File: config.mk
export PLATFORM = sky130hd
export DESIGN_NAME = wwtr_watchdog
export DESIGN_NICKNAME = d
export VERILOG_FILES = /design/src/rtl/wwtr_pkg.sv /design/src/rtl/wwtr_pin_sync.sv /design/src/rtl/wwtr_watchdog.sv
export SDC_FILE = /design/constraint.sdc
export NUM_CORES = 1
export LEC_CHECK = 0
export ABC_AREA = 1
export BUFFER_PORTS_ARGS = -buffer_cell sky130_fd_sc_hd__buf_2
export CAP_MARGIN = 10
export CELL_PAD_IN_SITES_DETAIL_PLACEMENT = 2
export CELL_PAD_IN_SITES_GLOBAL_PLACEMENT = 2
export CORE_AREA = 4 4 103 105
export DETAILED_ROUTE_END_ITERATION = 7
export DIE_AREA = 0 0 107 109
export PLACE_DENSITY_LB_ADDON = 0.1
export SYNTH_ARGS = -nofsm -noshare
export SYNTH_HDL_FRONTEND = slang
export SYNTH_HIERARCHICAL = 1
export SYNTH_SLANG_ARGS = --single-unit
File: constraint.sdc
create_clock -name ref_clk -period 2.8 [get_ports ref_clk]
set_input_delay 0.28 -clock ref_clk [delete_from_list [all_inputs] [get_ports ref_clk]]
set_output_delay 0.28 -clock ref_clk [all_outputs]
set_load 0.1 [all_outputs]
File: src/rtl/wwtr_pkg.sv
// Constants and types shared by the window watchdog design
package wwtr_pkg;

    // Time base: one millisecond tick derived from the 100 MHz reference clock
    localparam int unsigned CLK_PERIOD_NS = 10;
    localparam int unsigned MS_NS         = 1000000;
    localparam int unsigned MS_CYCLES_DEF = MS_NS / CLK_PERIOD_NS;
    localparam int unsigned PRE_W         = 17;

    // Millisecond counter width and timing figures in milliseconds
    localparam int unsigned MS_W           = 8;
    localparam logic [7:0]  STARTUP_MS     = 8'h04;
    localparam logic [7:0]  LEAD_MS        = 8'h9b;
    localparam logic [7:0]  RESET_PULSE_MS = 8'h04;

    // Oscillator period limits, in milliseconds
    localparam int unsigned OSC_W      = 7;
    localparam logic [6:0]  OSC_MIN_MS = 7'h14;
    localparam logic [6:0]  OSC_MAX_MS = 7'h40;

    // Watchdog sequence states
    typedef enum logic [4:0] {
        ST_OFF     = 5'b00001,
        ST_STARTUP = 5'b00010,
        ST_LEAD    = 5'b00100,
        ST_WINDOW  = 5'b01000,
        ST_RESET   = 5'b10000
    } wwtr_state_e;

endpackage : wwtr_pkg

File: src/rtl/wwtr_pin_sync.sv
// Three-stage pin synchroniser whose output follows once stages two and three agree
`timescale 1ns/1ps
module wwtr_pin_sync #(
    parameter logic INIT = 1'b1
) (
    input  wire logic ref_clk,
    input  wire logic rst,
    input  wire logic clk_en,
    input  wire logic pin,
    output logic      level
);

    logic s1;
    logic s2;
    logic s3;
    logic next_level;

    always_comb begin
        next_level = level;
        if (s2 == s3) begin
            next_level = s3;
        end
    end

    always_ff @(posedge ref_clk or posedge rst) begin
        if (rst) begin
            s1    <= INIT;
            s2    <= INIT;
            s3    <= INIT;
            level <= INIT;
        end else if (clk_en) begin
            s1    <= pin;
            s2    <= s1;
            s3    <= s2;
            level <= next_level;
        end
    end

endmodule : wwtr_pin_sync

File: src/rtl/wwtr_watchdog.sv
// Window watchdog with trigger input, open-drain reset output and disable options
//
// What this block does
// RULE_01 - A falling trigger edge counts only while the watchdog runs: during the lead time or in the trigger window.
// RULE_02 - The host holds each trigger pulse low for longer than 7 us.
// RULE_03 - No valid trigger within the window pulls the reset output low.
// RULE_04 - Window timing uses an oscillator period clamped between 20 and 64 ms.
// RULE_05 - In sleep the watchdog stops: no trigger checks, no resets.
// RULE_06 - The disable bit sets only after two consecutive configuration words request it.
// RULE_07 - Divider pin high through the 4 ms start-up starts the watchdog disabled.
// RULE_08 - After undervoltage reset release, wait 155 ms lead time for the first trigger.
// RULE_09 - After sleep exit the lead time starts at the reset pin rising edge.
// RULE_10 - Accepted triggers restart the window; watchdog resets restart the lead time.
`timescale 1ns/1ps
module wwtr_watchdog
    import wwtr_pkg::*;
#(
    parameter int unsigned MS_CYCLES = MS_CYCLES_DEF
) (
    input  wire logic             ref_clk,
    input  wire logic             rst,
    input  wire logic             clk_en,
    input  wire logic             trigger_in_n,
    input  wire logic             divider_out_pin,
    input  wire logic             reset_out_n_in,
    input  wire logic             sleep_mode,
    input  wire logic             vcc_undervoltage,
    input  wire logic             cfg_word_valid,
    input  wire logic             cfg_wd_disable,
    input  wire logic [OSC_W-1:0] wd_osc_period_ms,
    output logic                  reset_out_n,
    output logic                  reset_out_oe,
    output logic                  watchdog_disable_bit,
    output logic                  wd_running
);

    ////////////////////////////////////////////////////////////////////////////////
    // Pin synchronisers

    logic trig_s;
    logic div_s;
    logic reset_out_n_s;

    wwtr_pin_sync #(.INIT(1'b1)) u_sync_trig (
        .ref_clk (ref_clk),
        .rst     (rst),
        .clk_en  (clk_en),
        .pin     (trigger_in_n),
        .level   (trig_s)
    );

    // Starts at the strap level so the synchroniser delay cannot spoil the strap check
    wwtr_pin_sync #(.INIT(1'b1)) u_sync_div (
        .ref_clk (ref_clk),
        .rst     (rst),
        .clk_en  (clk_en),
        .pin     (divider_out_pin),
        .level   (div_s)
    );

    wwtr_pin_sync #(.INIT(1'b0)) u_sync_reset_out_n (
        .ref_clk (ref_clk),
        .rst     (rst),
        .clk_en  (clk_en),
        .pin     (reset_out_n_in),
        .level   (reset_out_n_s)
    );

    ////////////////////////////////////////////////////////////////////////////////
    // State

    wwtr_state_e      state;
    wwtr_state_e      next_state;
    logic [PRE_W-1:0] pre_cnt;
    logic [PRE_W-1:0] next_pre_cnt;
    logic [MS_W-1:0]  ms_cnt;
    logic [MS_W-1:0]  next_ms_cnt;
    logic             lead_run;
    logic             next_lead_run;
    logic             strap_ok;
    logic             next_strap_ok;
    logic             strap_dis;
    logic             next_strap_dis;
    logic             cfg_dis;
    logic             next_cfg_dis;
    logic             cfg_pend;
    logic             next_cfg_pend;
    logic             trig_prev;
    logic             next_reset_out_oe;
    logic             next_watchdog_disable_bit;
    logic             next_wd_running;

    logic             tick;
    logic             trig_fall;
    logic             restart;
    logic             disabled;
    logic [OSC_W-1:0] osc_ms;
    logic [MS_W-1:0]  window_last;

    // Open-drain pin: the driven level is always low, only the enable moves
    assign reset_out_n = 1'b0;

    assign tick      = (pre_cnt == PRE_W'(MS_CYCLES - 1));
    assign trig_fall = trig_prev & ~trig_s;
    assign disabled  = cfg_dis | strap_dis;

    // Oscillator period held inside its adjustable range
    always_comb begin
        osc_ms = wd_osc_period_ms;
        if (wd_osc_period_ms < OSC_MIN_MS) begin
            osc_ms = OSC_MIN_MS; // RULE_04
        end else if (wd_osc_period_ms > OSC_MAX_MS) begin
            osc_ms = OSC_MAX_MS; // RULE_04
        end
        window_last = {1'b0, osc_ms} - 8'h01;
    end

    ////////////////////////////////////////////////////////////////////////////////
    // Configuration disable bit

    always_comb begin
        next_cfg_dis  = cfg_dis;
        next_cfg_pend = cfg_pend;
        if (cfg_word_valid) begin
            if (cfg_wd_disable) begin
                next_cfg_pend = 1'b1;
                if (cfg_pend) begin
                    next_cfg_dis = 1'b1; // RULE_06
                end
            end else begin
                next_cfg_pend = 1'b0; // RULE_06
                next_cfg_dis  = 1'b0;
            end
        end
    end

    ////////////////////////////////////////////////////////////////////////////////
    // Watchdog sequence

    always_comb begin
        next_state     = state;
        next_lead_run  = lead_run;
        next_strap_ok  = strap_ok;
        next_strap_dis = strap_dis;
        restart        = 1'b0;

        unique case (state)
            ST_OFF: begin
                if (!sleep_mode) begin
                    next_state    = ST_STARTUP;
                    next_strap_ok = 1'b1;
                    restart       = 1'b1;
                end
            end
            ST_STARTUP: begin
                next_strap_ok = strap_ok & div_s; // RULE_07
                if (tick && ms_cnt == STARTUP_MS - 8'h01) begin
                    next_strap_dis = strap_ok & div_s; // RULE_07
                    next_state     = ST_LEAD;
                    next_lead_run  = 1'b0;
                    restart        = 1'b1;
                end
            end
            ST_LEAD: begin
                if (disabled || vcc_undervoltage) begin
                    next_lead_run = 1'b0; // RULE_08
                    restart       = 1'b1;
                end else if (!lead_run) begin
                    if (reset_out_n_s) begin
                        next_lead_run = 1'b1; // RULE_09
                        restart       = 1'b1;
                    end
                end else if (trig_fall) begin
                    next_state = ST_WINDOW; // RULE_01
                    restart    = 1'b1;
                end else if (tick && ms_cnt == LEAD_MS - 8'h01) begin
                    next_state = ST_RESET; // RULE_08
                    restart    = 1'b1;
                end
            end
            ST_WINDOW: begin
                if (disabled || vcc_undervoltage) begin
                    next_state    = ST_LEAD;
                    next_lead_run = 1'b0;
                    restart       = 1'b1;
                end else if (trig_fall) begin
                    restart = 1'b1; // RULE_10
                end else if (tick && ms_cnt == window_last) begin
                    next_state = ST_RESET; // RULE_03
                    restart    = 1'b1;
                end
            end
            ST_RESET: begin
                if (tick && ms_cnt == RESET_PULSE_MS - 8'h01) begin
                    next_state    = ST_LEAD; // RULE_10
                    next_lead_run = 1'b0;
                    restart       = 1'b1;
                end
            end
        endcase

        // Sleep overrides everything and stops the watchdog
        if (sleep_mode) begin
            next_state    = ST_OFF; // RULE_05
            next_lead_run = 1'b0;
            restart       = 1'b1;
        end
    end

    ////////////////////////////////////////////////////////////////////////////////
    // Millisecond time base, restarted with every timing restart

    always_comb begin
        next_pre_cnt = pre_cnt + PRE_W'(1);
        next_ms_cnt  = ms_cnt;
        if (tick) begin
            next_pre_cnt = '0;
            if (ms_cnt != 8'hff) begin
                next_ms_cnt = ms_cnt + 8'h01;
            end
        end
        if (restart) begin
            next_pre_cnt = '0; // RULE_10
            next_ms_cnt  = '0;
        end
    end

    ////////////////////////////////////////////////////////////////////////////////
    // Outputs

    always_comb begin
        next_reset_out_oe         = (next_state == ST_RESET); // RULE_03
        next_watchdog_disable_bit = next_cfg_dis | next_strap_dis;
        next_wd_running           = (next_state == ST_WINDOW) ||
                                    (next_state == ST_LEAD && next_lead_run);
    end

    ////////////////////////////////////////////////////////////////////////////////
    // Registers

    always_ff @(posedge ref_clk or posedge rst) begin
        if (rst) begin
            state                <= ST_OFF;
            pre_cnt              <= '0;
            ms_cnt               <= '0;
            lead_run             <= 1'b0;
            strap_ok             <= 1'b0;
            strap_dis            <= 1'b0;
            cfg_dis              <= 1'b0;
            cfg_pend             <= 1'b0;
            trig_prev            <= 1'b1;
            reset_out_oe         <= 1'b0;
            watchdog_disable_bit <= 1'b0;
            wd_running           <= 1'b0;
        end else if (clk_en) begin
            state                <= next_state;
            pre_cnt              <= next_pre_cnt;
            ms_cnt               <= next_ms_cnt;
            lead_run             <= next_lead_run;
            strap_ok             <= next_strap_ok;
            strap_dis            <= next_strap_dis;
            cfg_dis              <= next_cfg_dis;
            cfg_pend             <= next_cfg_pend;
            trig_prev            <= trig_s;
            reset_out_oe         <= next_reset_out_oe;
            watchdog_disable_bit <= next_watchdog_disable_bit;
            wd_running           <= next_wd_running;
        end
    end

endmodule : wwtr_watchdog

Word level (Yosys, flattened, before mapping)
Cells that the tools add are included.
Storage, ports and cells
  register bits: 51
  logic and storage cells: 109
  output and inout port bits: 4
Operators by class
  muxes and demuxes: 42
  bitwise gates (word level): 5
  reductions and logical operators: 16
  equal/unequal tests: 17
  add/sub/neg operators: 3
  magnitude comparators: 2
Operators with widths (number)
  $mux W5: 9
  $mux W17: 2
  $mux W8: 3
  $mux W1: 22
  $pmux W5 S4: 1
  $add A17 B1 Y17 const B: 1
  $eq A17 B17 Y1 const B: 1
  $mux W7: 2
  $eq A5 B3 Y1 const B: 2
  $eq A5 B4 Y1 const B: 2
  $eq A5 B5 Y1 const B: 2
  $add A8 B1 Y8 const B: 1
  $eq A8 B2 Y1 const B: 1
  $eq A8 B8 Y1: 1
  $eq A8 B8 Y1 const B: 1
  $ne A8 B8 Y1 const B: 1
  $reduce_and A2 Y1: 4
  $sub A7 B1 Y8 const B: 1
  $gt A7 B7 Y1 const B: 1
  $lt A7 B5 Y1 const B: 1
  $reduce_and A3 Y1: 2
  $reduce_bool A2 Y1: 3
  $eq A5 B1 Y1 const B: 1
  $eq A5 B2 Y1 const B: 1
  11 further kinds: 19

Longest topological paths before layout
  depth after elaboration: 14
  depth in mapped cells: 19
  depth with buffers taken out: 19

Modules after synthesis
The synthesis kept the hierarchy.
By module, submodules not included
  wwtr_watchdog: times used 1, cells each 400, area each 2820.2 um^2
  wwtr_pin_sync at u_sync_div ...: times used 2, cells each 21, area each 172.7 um^2
  wwtr_pin_sync at u_sync_reset_out_n: times used 1, cells each 21, area each 167.7 um^2

Worst setup path after synthesis
Ideal clock, no wire load.
  path type: input to register
  from: in wd_osc_period_ms[3]
  to: reg pre_cnt[0]
  library setup time: 0.121 ns
  setup slack: 0.700 ns
  data arrival time: 1.980 ns
  cell stages on the path: 15
  cells stage by stage: o21ai_1 > nand2_2 > nand2_1 > ha_1 > xor2_1 > nand3_1 > nor2_1 > nand2_1 > inv_1 > nand3_1 > o21ai_2 > a21oi_4 > nand2_4 > buf_6 > a21oi_2
On the way
  word-level cells in the longest chain between the ends: 12
  elaborated cells between the ends (all ways): 13
  those cells by class: add/sub: 1; order compare: 2; eq/ne: 1; mux: 8; reduce/logical: 1
Ends and longest elaborated chain
  start: declaration: line wwtr_watchdog.sv:30  | input wire logic [OSC_W-1:0] wd_osc_period_ms,
  $gt A7 B7 Y1: line wwtr_watchdog.sv:112  | end else if (wd_osc_period_ms > OSC_MAX_MS) begin
  $mux W7: line wwtr_watchdog.sv:112
  $mux W7 *: line wwtr_watchdog.sv:110  | if (wd_osc_period_ms < OSC_MIN_MS) begin
  $sub A7 B1 Y8 *: line wwtr_watchdog.sv:115  | window_last = {1'b0, osc_ms} - 8'h01;
  $eq A8 B8 Y1 *: line wwtr_watchdog.sv:188  | end else if (tick && ms_cnt == window_last) begin
  $logic_and A1 B1 Y1 *: line wwtr_watchdog.sv:188
  $mux W1 *: line wwtr_watchdog.sv:188
  $mux W1 *: line wwtr_watchdog.sv:186  | end else if (trig_fall) begin
  $mux W1 *: line wwtr_watchdog.sv:182  | if (disabled || vcc_undervoltage) begin
  $pmux W1 S4 *: line wwtr_watchdog.sv:147  | unique case (state)
  $mux W1 *: line wwtr_watchdog.sv:203  | if (sleep_mode) begin
  $mux W17 *: line wwtr_watchdog.sv:222  | if (restart) begin
  end signal: assignment: line wwtr_watchdog.sv:257  | pre_cnt <= next_pre_cnt;
  end: declaration: line wwtr_watchdog.sv:74  | logic [PRE_W-1:0] pre_cnt;
Mark *: on every way between the ends. The rest lies on a longest branch, timed or not.
A chain may end at the register's enable or synchronous reset.

Worst setup path after layout
  from: reg pre_cnt[0]
  to: reg ms_cnt[7]
On the way
  word-level cells in the longest chain between the ends: 10
  elaborated cells between the ends (all ways): 18
  those cells by class: eq/ne: 1; mux: 11; reduce/logical: 6
Ends and longest elaborated chain
  $eq A17 B17 Y1 *: line wwtr_watchdog.sv:103  | assign tick = (pre_cnt == PRE_W'(MS_CYCLES - 1));
  $logic_and A1 B1 Y1: line wwtr_watchdog.sv:176  | end else if (tick && ms_cnt == LEAD_MS - 8'h01) begin
  $mux W1: line wwtr_watchdog.sv:176
  $mux W1: line wwtr_watchdog.sv:173  | end else if (trig_fall) begin
  $mux W1: line wwtr_watchdog.sv:168  | end else if (!lead_run) begin
  $mux W1: line wwtr_watchdog.sv:165  | if (disabled || vcc_undervoltage) begin
  $pmux W1 S4: line wwtr_watchdog.sv:147
  $mux W1: line wwtr_watchdog.sv:203
  $reduce_bool A2 Y1 (no line)
  $reduce_and A3 Y1 (no line)
  end signal: assignment: line wwtr_watchdog.sv:258  | ms_cnt <= next_ms_cnt;
  end: declaration: line wwtr_watchdog.sv:76  | logic [MS_W-1:0] ms_cnt;
Marked as above.

==> metrics.md <==
| Metric | Value |
|---|---|
| Critical path capture point type | `register` |
| Antenna Cells | `0` |
| Pwr dens | `452.6 nW/µm²` |
| HPWL after detailed placement | `7114 µm` |
| Crit path max fanout | `7` |
| Hold Path Cell Cnt | `3` |
| Maximum clock rate | `405.7 MHz` |
| Clock slew at reported path FFs | `0.11 ns` |
| Area leader, netlist | `dfrtp_1` |
| HP Class | `in -> reg` |
| Clk_skew | `0.01549 ns` |
| Total GRT Usage | `0.1735` |
| Initial Util | `0.3458` |
| Drt first pass iters | `4` |
| Area growth from synthesis to layout | `11.04%` |
| Routed WL | `9255 µm` |
| Final Hold Viols | `0` |
| Yosys top cell area share | `0.3078` |
| Crit-path cells | `ha_1 > nand2_1 > nor2_1 > nand2_1 > nor2_1 > nand2_1 > nor2_1 > nand2_1 > inv_1 > nand3_1 > o21ai_2 > nand2_1 > nand3_1 > nand2_1 > nand2_1 > nand2_1` |
| CTS buffer count | `5` |
| First-pass GRT wire length | `16450 µm` |
| Period utilization | `0.8803` |
| Period minus WS final | `2.465 ns` |
| Slew HR | `0.6250` |
| Ports | `21` |
| Pin count of the biggest net entering global routing | `51` |
| Clock root cell | `clkbuf_8` |
| Number of post-CTS setup repair buffers | `0` |
| Grt total ovfl | `0` |
| CTS HTree Levels | `2` |
| Routed Antenna Nets | `0` |
| Slew @ Worst Pin | `0.5625 ns` |
| Mapped Cells | `463` |
| Setup TNS | `0 ns` |
| Main synth FF type | `dfrtp_1` |
| Max Cap Viol | `0` |
| Number of antenna violations at the first check in global routing | `0` |
| Register bank with the most flops | `pre_cnt` |
| 1st-iter DRT viols | `111` |
| Maximum vdd drop | `221.6 µV` |
| R2R depth | `16` |
| Clk buf depth | `2` |
| Rows | `36` |
| Clock latency on the worst-skew pair | `0.32 ns` |
| Layout net count | `505` |
| Synth warn | `6` |
| Slowest-stage cell, CP | `dfrtp_1` |
| Placer Congestion | `0.7900` |
| Vias/cell | `4.934` |
| Max FFs per register | `17` |
| Status | `finished clean` |
| WL/cell | `14.98 µm` |
| Setup Crit Path Kind | `reg -> reg` |
| Synth area leaders | `dfrtp_1 (31%), nand2_1 (14%), dfstp_2 (7.9%), inv_1 (7.7%), nor2_1 (4.5%)` |
| DRC | `0` |
| Synth Register Bits | `51` |
| Biggest registers after layout | `pre_cnt (17), ms_cnt (8), state (5)` |
| Setup Viol. Count Final | `0` |
| Count leader, synth | `nand2_1` |
| Hold WS | `0.1798 ns` |
| Post-synth EDFFs | `0` |
| RSZ-0062 raised after global routing | `false` |
| CTS tree | `built` |
| WP data required | `3.00 ns` |
| Register area share after synthesis | `0.3866` |
| Post-synth top cells | `nand2_1 (126), inv_1 (68), dfrtp_1 (41)` |
| Slowest stage delay, CP | `0.40 ns` |
| Crit path launch type | `register` |
| Final Max Slew Viols | `0` |
| Static Leak | `1.769 nW` |
| Sink Count | `51` |
| Post-synth ARST share | `1.000` |
| Mapped Area | `3333 µm²` |
| Die width | `107 µm` |
| Synth cell types | `40` |
| Routed vias | `3049` |
| Port bufs | `19` |
| Die height | `109 µm` |
| Share of cells above drive strength 1 | `0.1629` |
| Die ar. | `11660 µm²` |
| Vias in the first global route | `3438` |
| Syn_nets | `484` |
| Core area | `9639 µm²` |
| Critical path data arrival time | `2.67 ns` |
| Syn_area_per_cell | `7.199 µm²` |
| Most common cell on crit path | `nand2_1` |
## where the power goes
part	switching (mW)	internal, mW
Combinational	0.211	0.0860
Sequential	0.0342	0.805
Clock	0.271	0.267
Total	0.517	1.16
## stage by stage
stage	util	power [mW]	cells	worst slack (ns)	instance area, µm²
after CTS	0.3830	1.708	618	0.2557	3692
after detailed placement	0.3705	1.156	609	0.1408	3571
final	0.3840	1.675	618	0.3353	3701
after global placement	0.3705	1.137	609	0.3096	3571
after global routing	0.3840	1.781	618	0.01266	3701
after floorplan	-	1.061	463	0.6998	3333
## kinds of logic (layout without fill, tap and decap cells)
kind of cell             count (synthesis)  in the layout  synth area share
XOR/XNOR                                20             20           0.05255
AND/OR/NAND/NOR                        240            240            0.3266
other                                    1              1          0.001125
AO/OA/AOI/OAI                           61             61            0.1175
buffers and inverters                   86            108            0.1006
flip-flops                              51             51            0.3866
adder cells (fa/ha/maj)                  4              4           0.01502
## path summary, 6_finish.rpt
kind | startpoint | end | slack [ns]
setup / recovery | pre_cnt[0]$_DFFE_PP0P_ | ms_cnt[7]$_DFFE_PP0P_ | 0.34
max in group asynchronous | rst | wd_running$_DFFE_PP0P_ | 1.73
setup reg to reg | pre_cnt[0]$_DFFE_PP0P_ | ms_cnt[7]$_DFFE_PP0P_ | 0.34
hold / removal | trigger_in_n | u_sync_trig/s1$_DFFE_PP1P_ | 0.18
hold reg to reg | u_sync_div/s1$_DFFE_PP1P_ | u_sync_div/s1$_DFFE_PP1P_ | 0.48
min in group asynchronous | rst | u_sync_reset_out_n/level$_DFFE_PP0P_ | 0.41
## cell type report
class | instances | area, µm²
fillers | 1177 | 5938
multi-input cells | 326 | 1718
flip-flops and latches | 51 | 1289
inverters | 77 | 289.0
well taps | 133 | 166.4
repair buffers | 23 | 127.6
clock buffers | 5 | 68.82
clock inverters | 3 | 42.54
## per-layer routing
| layer | share of wire | global-route usage |
|---|---|---|
| met5 | 0 | 0 |
| met4 | 0.0077 | 0.03105 |
| met3 | 0.017 | 0.02368 |
| met2 | 0.52 | 0.3269 |
| met1 | 0.46 | 0.2127 |
## worst max-delay path, delay by kind of cell (launching register included)
kind | cells | cell delay, ns
simple gates | 13 | 1.45
flops | 1 | 0.40
compound gates | 1 | 0.23
fa+ha+maj | 1 | 0.21
buf+inv | 1 | 0.05
## placed cells by master, fill, tap and decap left out, types with 5 or more instances in the layout
master and count:
inv_2 6, dfrtp_1 41, nor3_1 5, nand3_1 27, inv_1 68, nand2_2 6
o21ai_2 11, o21ai_0 28, clkbuf_8 5, nor2_1 40, dfstp_2 10, nand2_1 126
xor2_1 17, nor2_2 5, buf_2 19, a21oi_1 6, nand4_1 19
## timing repair
item / CTS / global route
setup endpoints to repair: 0 / 1
resized for setup: 0 / 1
endpoints found under the hold margin: 4 / 0
hold buffers: 1 / 0
No activity file was read; power rests on OpenSTA's default activity.
